--- config.mk ---
export PLATFORM = sky130hd
export DESIGN_NAME = i2c_slave_bus_front_end
export DESIGN_NICKNAME = d
export VERILOG_FILES = /design/src/verilog/i2c_slave_pkg.sv /design/src/verilog/i2c_slave_bus_front_end.sv /design/src/verilog/pin_sync.sv
export VERILOG_INCLUDE_DIRS = /design/src /design/src/verilog
export SDC_FILE = /design/constraint.sdc
export NUM_CORES = 1
export LEC_CHECK = 0
export BUFFER_PORTS_ARGS = -buffer_cell sky130_fd_sc_hd__buf_2
export CAP_MARGIN = 30
export CORE_MARGIN = 2
export CORE_UTILIZATION = 62
export CTS_CLUSTER_DIAMETER = 120
export CTS_CLUSTER_SIZE = 28
export DETAILED_ROUTE_END_ITERATION = 7
export PLACE_DENSITY = 0.95
export SLEW_MARGIN = 20
export SYNTH_ARGS = -nofsm -noshare
export SYNTH_HDL_FRONTEND = slang
export SYNTH_HIERARCHICAL = 1
export SYNTH_SLANG_ARGS = --single-unit
--- constraint.sdc ---
create_clock -name clk -period 3.4 [get_ports clk]
set_input_delay 0.17 -clock clk [delete_from_list [all_inputs] [get_ports clk]]
set_output_delay 0.17 -clock clk [all_outputs]
set_load 0.05 [all_outputs]
--- src/verilog/i2c_slave_cfg.svh ---
// Summary of operation
// - Slave only; never drives or stretches clock.
// - Handles any bus rate up to 400 kbit/s.
// - One bit per clock pulse, stable while high.
// - Data fall with clock high is start.
// - Data rise with clock high is stop.
// - Busy from start until after stop.
// - Single seven-bit address fixed by straps.
// - Logic straps give 1010000 through 1010011.
// - Floating straps give 1010100 through 1011000.
// - Each byte followed by acknowledge; unlimited bytes.
// - Transmitter releases data; acknowledger holds low.
// - Addressed receiving device acknowledges every byte.
// - After master nack, device releases data line.
// - First seven bits after start compared with address.
// - Eighth address bit gives transfer direction.
`ifndef I2C_SLAVE_CFG_SVH
`define I2C_SLAVE_CFG_SVH
`define ADDR_BASE 7'h50
`define ADDR_FLOAT_LF 7'h54
`define ADDR_FLOAT_FL 7'h55
`define ADDR_FLOAT_HF 7'h56
`define ADDR_FLOAT_FH 7'h57
`define ADDR_FLOAT_FF 7'h58
`define CLK_PERIOD_NS 4
`define BUS_FREE_NS 1300
`define BUS_FREE_CYC ((`BUS_FREE_NS + `CLK_PERIOD_NS - 1) / `CLK_PERIOD_NS)
`define BUS_FREE_W 9
`endif

--- src/verilog/i2c_slave_pkg.sv ---
package i2c_slave_pkg;
  // Strap level as seen by the strap sensing logic.
  typedef enum logic [1:0] {
    strap_low = 2'h0,
    strap_high = 2'h1,
    strap_float = 2'h2
  } strap_t;
  // Protocol sequencer states.
  typedef enum logic [4:0] {
    st_idle = 5'h01,
    st_addr = 5'h02,
    st_ack = 5'h04,
    st_data = 5'h08,
    st_mack = 5'h10
  } seq_t;
endpackage : i2c_slave_pkg

--- src/verilog/i2c_slave_bus_front_end.sv ---
`timescale 1ns/10ps
`include "i2c_slave_cfg.svh"
// Slave-only two-wire bus front end with strapped address.
module i2c_slave_bus_front_end (
  // Clock and reset.
  input wire logic clk,
  input wire logic rst,
  // Bus lines; the clock is input only, data is open drain.
  input wire logic scl_in,
  input wire logic sda_in,
  output logic sda_out,
  output logic sda_oe,
  // Address straps, three-state sensed outside.
  input wire i2c_slave_pkg::strap_t addr_strap_high,
  input wire i2c_slave_pkg::strap_t addr_strap_low,
  // Byte stream towards the register side.
  input wire logic [7:0] tx_byte,
  output logic [7:0] rx_byte,
  output logic rx_valid,
  output logic tx_req,
  // Bus status.
  output logic bus_busy,
  output logic addressed,
  output logic read_mode,
  output logic start_seen,
  output logic stop_seen
);
  import i2c_slave_pkg::*;

  logic scl_s;
  logic sda_s;
  logic scl_p_q;
  logic sda_p_q;
  logic scl_rise;
  logic scl_fall;
  logic start_ev;
  logic stop_ev;
  seq_t st_q;
  logic [2:0] bit_q;
  logic skip_q; // Set by a start; swallows the clock fall that closes the start.
  logic [7:0] sh_q;
  logic [7:0] txsh_q;
  logic [`BUS_FREE_W-1:0] free_q;
  logic [6:0] own_addr;

  // Map the two strap levels to the bus address.
  function automatic logic [6:0] strap_addr(input strap_t hi, input strap_t lo);
    if (hi != strap_float && lo != strap_float) begin
      strap_addr = `ADDR_BASE | {5'h00, hi[0], lo[0]};
    end else if (hi == strap_low && lo == strap_float) begin
      strap_addr = `ADDR_FLOAT_LF;
    end else if (hi == strap_float && lo == strap_low) begin
      strap_addr = `ADDR_FLOAT_FL;
    end else if (hi == strap_high && lo == strap_float) begin
      strap_addr = `ADDR_FLOAT_HF;
    end else if (hi == strap_float && lo == strap_high) begin
      strap_addr = `ADDR_FLOAT_FH;
    end else begin
      strap_addr = `ADDR_FLOAT_FF;
    end
  endfunction : strap_addr

  // Clean both lines; the bus clock is sampled, never driven.
  pin_sync u_scl (.clk(clk), .rst(rst), .pin(scl_in), .level(scl_s));
  pin_sync u_sda (.clk(clk), .rst(rst), .pin(sda_in), .level(sda_s));

  // Edge and condition detection from the cleaned lines.
  assign scl_rise = scl_s & ~scl_p_q;
  assign scl_fall = ~scl_s & scl_p_q;
  assign start_ev = scl_s & scl_p_q & sda_p_q & ~sda_s;
  assign stop_ev = scl_s & scl_p_q & ~sda_p_q & sda_s;

  // Address is fixed by straps, no programmable setting.
  always_ff @(posedge clk) begin
    if (rst) begin
      own_addr <= 7'h00;
    end else begin
      own_addr <= strap_addr(addr_strap_high, addr_strap_low);
    end
  end

  // Previous line levels for edge finding.
  always_ff @(posedge clk) begin
    if (rst) begin
      scl_p_q <= 1'b1;
      sda_p_q <= 1'b1;
    end else begin
      scl_p_q <= scl_s;
      sda_p_q <= sda_s;
    end
  end

  // Condition pulses for the register side.
  always_ff @(posedge clk) begin
    if (rst) begin
      start_seen <= 1'b0;
      stop_seen <= 1'b0;
    end else begin
      start_seen <= start_ev;
      stop_seen <= stop_ev;
    end
  end

  // Busy from start, kept over repeated start, free after bus free time.
  always_ff @(posedge clk) begin
    if (rst) begin
      bus_busy <= 1'b0;
      free_q <= '0;
    end else if (start_ev) begin
      bus_busy <= 1'b1;
      free_q <= '0;
    end else if (stop_ev) begin
      free_q <= `BUS_FREE_W'(`BUS_FREE_CYC);
    end else if (free_q != '0) begin
      free_q <= free_q - 1'b1;
      if (free_q == `BUS_FREE_W'(1)) begin
        bus_busy <= 1'b0;
      end
    end
  end

  // Protocol sequencer; advances on bus clock edges and start/stop conditions only, so any rate works.
  always_ff @(posedge clk) begin
    if (rst) begin
      st_q <= st_idle;
      bit_q <= 3'h0;
      skip_q <= 1'b0;
      sh_q <= 8'h00;
      addressed <= 1'b0;
      read_mode <= 1'b0;
      rx_valid <= 1'b0;
      rx_byte <= 8'h00;
      tx_req <= 1'b0;
    end else begin
      rx_valid <= 1'b0;
      tx_req <= 1'b0;
      if (start_ev) begin
        st_q <= st_addr;
        bit_q <= 3'h0;
        skip_q <= 1'b1;
        addressed <= 1'b0;
      end else if (stop_ev) begin
        st_q <= st_idle;
        skip_q <= 1'b0;
        addressed <= 1'b0;
      end else begin
        case (st_q)
          st_addr, st_data: begin
            if (scl_rise) begin
              sh_q <= {sh_q[6:0], sda_s};
            end
            // The clock fall that ends a start carries no bit, so it is not counted.
            if (scl_fall && skip_q) begin
              skip_q <= 1'b0;
            end else if (scl_fall) begin
              bit_q <= bit_q + 3'h1;
              if (bit_q == 3'h7) begin
                if (st_q == st_addr) begin
                  if (sh_q[7:1] == own_addr) begin
                    addressed <= 1'b1;
                    read_mode <= sh_q[0];
                    st_q <= st_ack;
                  end else begin
                    st_q <= st_idle;
                  end
                end else if (read_mode) begin
                  st_q <= st_mack;
                end else begin
                  rx_byte <= sh_q;
                  rx_valid <= 1'b1;
                  st_q <= st_ack;
                end
              end
            end
          end
          st_ack: begin
            if (scl_fall) begin
              st_q <= st_data;
              bit_q <= 3'h0;
              tx_req <= read_mode;
            end
          end
          st_mack: begin
            if (scl_rise) begin
              sh_q[0] <= sda_s;
            end
            if (scl_fall) begin
              bit_q <= 3'h0;
              if (sh_q[0]) begin
                st_q <= st_idle;
              end else begin
                st_q <= st_data;
                tx_req <= 1'b1;
              end
            end
          end
          default: begin
            st_q <= st_idle;
          end
        endcase
      end
    end
  end

  // Transmit shift register; loads at the end of each acknowledge slot.
  always_ff @(posedge clk) begin
    if (rst) begin
      txsh_q <= 8'hff;
    end else if (scl_fall && (st_q == st_ack || st_q == st_mack)) begin
      txsh_q <= tx_byte;
    end else if (scl_fall && st_q == st_data && read_mode) begin
      txsh_q <= {txsh_q[6:0], 1'b1};
    end
  end

  // Data line drive; changed only while the bus clock is low.
  always_ff @(posedge clk) begin
    if (rst) begin
      sda_oe <= 1'b0;
      sda_out <= 1'b0;
    end else if (start_ev || stop_ev) begin
      sda_oe <= 1'b0;
    end else if (scl_fall) begin
      if (st_q == st_addr && bit_q == 3'h7 && sh_q[7:1] == own_addr) begin
        sda_oe <= 1'b1;
      end else if (st_q == st_data && bit_q == 3'h7 && !read_mode) begin
        sda_oe <= 1'b1;
      end else if (st_q == st_ack && read_mode) begin
        sda_oe <= ~tx_byte[7];
      end else if (st_q == st_mack && !sh_q[0]) begin
        sda_oe <= ~tx_byte[7];
      end else if (st_q == st_data && read_mode && bit_q != 3'h7) begin
        sda_oe <= ~txsh_q[6];
      end else begin
        sda_oe <= 1'b0;
      end
    end
  end
endmodule : i2c_slave_bus_front_end

--- src/verilog/pin_sync.sv ---
`timescale 1ns/10ps
// Three-stage synchroniser; output changes once stages two and three agree.
module pin_sync (
  // Clock and reset.
  input wire logic clk,
  input wire logic rst,
  // Asynchronous pin and clean level.
  input wire logic pin,
  output logic level
);
  logic s1_q;
  logic s2_q;
  logic s3_q;
  // Shift the pin through the three stages.
  always_ff @(posedge clk) begin
    if (rst) begin
      s1_q <= 1'b1;
      s2_q <= 1'b1;
      s3_q <= 1'b1;
    end else begin
      s1_q <= pin;
      s2_q <= s1_q;
      s3_q <= s2_q;
    end
  end
  // Accept a new level only when the last two stages agree.
  always_ff @(posedge clk) begin
    if (rst) begin
      level <= 1'b1;
    end else if (s2_q == s3_q) begin
      level <= s3_q;
    end
  end
endmodule : pin_sync

Yosys cells after proc, flatten, opt, wreduce, memory -nomap -nowiden. Index checks and enable logic that the tools add are counted.

Add/subtract/negate cells: 2. Equality and inequality tests: 30. Multiplexer cells: 46. Bitwise logic cells: 21. Reduce and logical (&&, ||, !) cells: 50.

Operator list (count): 5-bit 2-to-1 mux (7); 3-bit 2-to-1 mux (7); 2-bit != test, second input constant (10); 4-bit != test, second input constant (5); 5-bit AND reduction (4); 1-bit 2-to-1 mux (19); 9-bit 2-to-1 mux (2); 1-bit logical AND (17); 8-bit AND reduction (2); 5-bit case mux with 3 select lines (1); 7-bit 2-to-1 mux (2); 1-bit NOT (14); 2-bit nonzero test (6); 2-bit OR reduction (5); 9-bit by 1-bit equality test with 1-bit output, second input constant (1); 9-bit nonzero test (1); 9-bit by 1-bit subtractor with 9-bit output, second input constant (1); 4-bit 2-to-1 mux (2); 8-bit OR reduction (1); 1-bit bitwise AND (7); 7-bit equality test (1); 2-bit 2-to-1 mux (3); 3-bit case mux with 2 select lines (1); 6-bit AND reduction (1); 21 further kinds (29).

Flip-flop bits (word level): 65. Input port bits: 16.

Depth between registers and ports, before layout.
Depth in word-level cells: 9. Depth in mapped cells: 7. Depth with buffers taken out: 6.

Cells and area by module. Netlist, hierarchy kept.

By module, submodules not included: i2c_slave_bus_front_end (instances 1, cells an instance 300, area each 2665.1 µm², seq. area each 1121.1 µm²); pin_sync (instances 2, cells an instance 10, area each 115.1 µm², seq. area each 80.1 µm²).

Least setup slack after synthesis. OpenSTA, ideal clock, no wires.

Path type: flip-flop to flip-flop. Start point: register st_q[2]. End point: register st_q[0]. Data arrival time: 1564 ps. Required time: 3284 ps. Path slack: 1719 ps. Cell stages (with the launch flop): 6. Buffers on the path: 1. Clock period less this slack: 1681 ps. Cells stage by stage: dfxtp_1 -> buf_6 -> or3b_1 -> or3_1 -> a211o_1 -> o211a_1.

Word-level cells in the longest chain between the ends: 8. Elaborated cells on any way between the ends: 18.

Ends and longest elaborated chain: start: declaration (line i2c_slave_bus_front_end.sv:38) `seq_t st_q;`; start signal: assignment (line i2c_slave_bus_front_end.sv:125) `st_q <= st_idle;`; start signal: assignment (line i2c_slave_bus_front_end.sv:138) `st_q <= st_addr;`; start signal: assignment (line i2c_slave_bus_front_end.sv:143) `st_q <= st_idle;`; 5-bit by 2-bit equality test with 1-bit output (line i2c_slave_bus_front_end.sv:147, i2c_slave_bus_front_end.sv:158); 5-bit 2-to-1 mux (line i2c_slave_bus_front_end.sv:158) `if (st_q == st_addr) begin`; 5-bit 2-to-1 mux (line i2c_slave_bus_front_end.sv:157) `if (bit_q == 3'h7) begin`; 5-bit 2-to-1 mux (line i2c_slave_bus_front_end.sv:155) `end else if (scl_fall) begin`; 5-bit 2-to-1 mux (line i2c_slave_bus_front_end.sv:153) `if (scl_fall && skip_q) begin`; 5-bit case mux with 3 select lines (line i2c_slave_bus_front_end.sv:147) `case (st_q)`; 2-bit 2-to-1 mux (line i2c_slave_bus_front_end.sv:142) `end else if (stop_ev) begin`; 2-bit 2-to-1 mux (line i2c_slave_bus_front_end.sv:137) `if (start_ev) begin`.

Several ways; a longest one is shown, not always the timed one. The select of a mux whose other input is x is not followed. A chain may end at the register's enable or synchronous reset.

Worst setup path after layout.
Start point: register bit_q[0]. End point: register rx_byte[2].

Word-level cells in the longest chain between the ends: 2.

Ends and longest elaborated chain: start: declaration (line i2c_slave_bus_front_end.sv:39) `logic [2:0] bit_q;`; start signal: assignment (line i2c_slave_bus_front_end.sv:156) `bit_q <= bit_q + 3'h1;`; 3-bit equality test (line i2c_slave_bus_front_end.sv:157); 8-bit AND reduction (no line); end signal: assignment (line i2c_slave_bus_front_end.sv:169) `rx_byte <= sh_q;`; end: declaration (line i2c_slave_bus_front_end.sv:18) `output logic [7:0] rx_byte,`.

Every way passes these cells.

==> impl_metrics.csv <==
group,metric,value,unit
placed_design,dp.cells,389,
synthesis,synth.avg_cell_area,9.048,sq um
worst_setup_path,crit_type,"register to register",
synthesis,ys.flop_type,"dfxtp_1",
sta,tightest_slew,0.7496,ns
clock_tree,clk_pin_slew,0.08,ns
clock_tree,clock_sinks,64,
placed_design,hpwl,4.231,mm
synthesis,yosys-top-cells-area,"dfxtp_1 44%, mux2i_1 7.3%, nor2_1 4.4%",
sta,slew_headroom,50.02,%
cells_and_area,n_fill_cell,313,
synthesis,synth-seq-area-share,44.25,%
clock_tree,htree_levels,3,
detailed_routing,num_vias,2460,
cells_and_area,final_cell_count_no_fill,407,
detailed_routing,drc_errors,0,
synthesis,synth_top_cell_area_share,44.25,%
worst_setup_path,worstSetupStartpointType,"register",
power,cellLeakagePower,1.424,nW
synthesis,synth_top_area_cell,"dfxtp_1",
cells_and_area,drive_gt1_share,17.46,%
die,die_h,72.34,microns
power,totalPowerFinal,1.887,mW
synthesis,syn-cell-area,2895,sq um
worst_setup_path,end_kind,"register",
die,die_area,5232,sq um
cells_and_area,diodes,0,
flow_run,drv_cap,0,
global_route,overflow,0,
synthesis,synth_cells,320,
worst_setup_path,required,3.62,ns
detailed_routing,wirelength,6.392,mm
worst_hold_path,hp-class,"primary input to register",
cells_and_area,area_delta_synth_final,13.22,%
cells_and_area,final_cell_area,3278,sq um
synthesis,yosys_warnings,6,
synthesis,ys_ff_latch,64,
sta,setup_tns,0,ns
sta,slew_viol_final,0,
die,core_area,4414,sq um
detailed_routing,post_drt_wl_per_cell,15.71,microns
placed_design,port_buffers,31,
cells_and_area,num-nets-final,371,
sta,hold_slack,0.05371,ns
synthesis,synth.net_count,341,
clock_tree,clk_latency,0.35,ns
sta,layout_min_cycle_time,2.153,ns
detailed_routing,vias_per_cell,6.044,
sta,rsz0062_at_grt,"no",
sta,clock_skew,0.008724,ns
sta,fin_crit_sh,63.33,%
worst_setup_path,crit_arrival,2.37,ns
global_route,antenna_found_initial,0,
global_route,grt_pass1_wl,10.77,mm
sta,hold_viol,0,
synthesis,async_flop_share,0,%
clock_tree,cts_tree,"yes",
power,p_per_area,575.6,nW/um^2
sta,max_freq,464.4,MHz
global_route,grt_pass1_vias,2347,
sta,setup_viol,0,
worst_setup_path,worstPathMaxFanout,9,
detailed_routing,ant_nets,0,
detailed_routing,firstDrtPassIters,4,
clock_tree,clockRootBuffer,"clkbuf_8",
die,initial_utilization,65.59,%
status,status,"finished clean",
global_route,globalRouteTotalUtil,26.80,%
die,num_io_pins,33,
clock_tree,numCtsBuffers,9,
clock_tree,ctsLongestPathBuffers,2,
detailed_routing,first_iter_violations,240,
die,rows,24,
synthesis,synth_edf_count,0,
die,die_w,72.34,microns
placed_design,gp_congestion,0.9408,
global_route,grt_max_degree,47,
power,vdd_drop_max,0.0004507,V
placed_design,placed_cell_area,3039,sq um
synthesis,ys_types,62,
[final timing paths]
kind | start | depth (start not counted) | slack (ns) | to
worst max register to register | bit_q[0] | 6 | 1.25 | rx_byte[2]
worst min-delay path | addr_strap_high[0] | 2 | 0.05 | own_addr[3]
worst min register to register | u_sda/s1_q | 1 | 0.41 | u_sda/s2_q
worst max-delay path | bit_q[0] | 6 | 1.25 | rx_byte[2]
[sequential cells by signal, summed over array words and instances (netlist names), 3 cells and up]
name      flops
rx_byte       8
own_addr      5
bit_q         3
st_q          5
txsh_q        7
free_q        9
sh_q          8
[critical path, cell delays in order (launching register included)]
cell      delay [ns]
dfxtp_1         0.35
ha_1            0.16
ha_1            0.17
nor4bb_1        0.44
nand3_1         0.52
mux2i_1         0.31
nor2_1          0.06
[routing by layer]
layer | global-route usage [%] | wire length, microns | up-vias
met1 | 33.51 | 2747 | 1156
met5 | 0 | 0 | -
met2 | 42.92 | 3093 | 95
met3 | 8.472 | 380 | 21
met4 | 10.90 | 171 | 0
li1 | - | - | 1188
[stage by stage]
step | setup slack, ns | util, %
floorplan | 1.719 | -
global placement | 1.318 | 68.85
detailed placement | 1.249 | 68.85
CTS | 1.212 | 74.26
global route | 0.8309 | 74.26
finish | 1.247 | 74.26
[synth_stat cells (3+ instances only)]
cell       n
nor2b_1    3
xor2_1     7
xnor2_1    5
mux2i_1   21
a31oi_1    4
or2_1      6
o21ai_0    9
ha_1       5
a211oi_1   9
inv_1      7
buf_2      4
clkbuf_1   5
a32oi_1    3
dfxtp_1   64
nand2b_1   4
or2_2      5
nand2_1   24
nor2_1    34
nand3_1   12
nor3_1    12
a21oi_1   18
or3_1      9
[cells by family (layout without fill, tap and decap cells)]
kind of cell,after synthesis,in the layout,synth area share [%]
buffers and inverters,22,57,3.674
adder cells (fa/ha/maj),5,5,2.161
flip-flops,64,64,44.25
other,1,1,0.1295
XOR/XNOR,12,12,3.630
AO/OA/AOI/OAI,66,66,15.30
multiplexers,21,21,7.260
AND/OR/NAND/NOR,129,129,23.60
[cell usage in the layout (no fill, tap or decap), drive strengths merged, types with 11 or more instances in the layout]
cell	netlist	final
buf	9	31
o21ai	11	11
dfxtp	64	64
mux2i	21	21
or2	11	11
nor2	35	35
nand2	24	24
a21oi	18	18
nor3	14	14
nand3	12	12
[where the power goes]
part	leakage, nW	internal (mW)	switching [mW]
clock	0.110	0.413	0.310
combinational	0.794	0.147	0.173
sequential	0.520	0.793	0.0509
total	1.42	1.35	0.534
[final cells by class]
| cell class | instances | area (sq um) | share of cell area, % |
|---|---|---|---|
| Tap cell | 52 | 65.06 | 1.985 |
| Clock inverter | 7 | 95.09 | 2.901 |
| Inverter | 8 | 30.03 | 0.9160 |
| Multi-Input combinational cell | 234 | 1508 | 45.99 |
| Sequential cell | 64 | 1281 | 39.08 |
| Timing Repair Buffer | 33 | 175.2 | 5.344 |
| Clock buffer | 9 | 123.9 | 3.779 |
[timing repair]
action                                 CTS  global route
buffers inserted                         0             0
endpoints found under the hold margin    2             0
setup endpoints to repair                0             0
hold buffers                             2             0
gates resized for setup                  0             0
(Power assumes the default switching activity.)
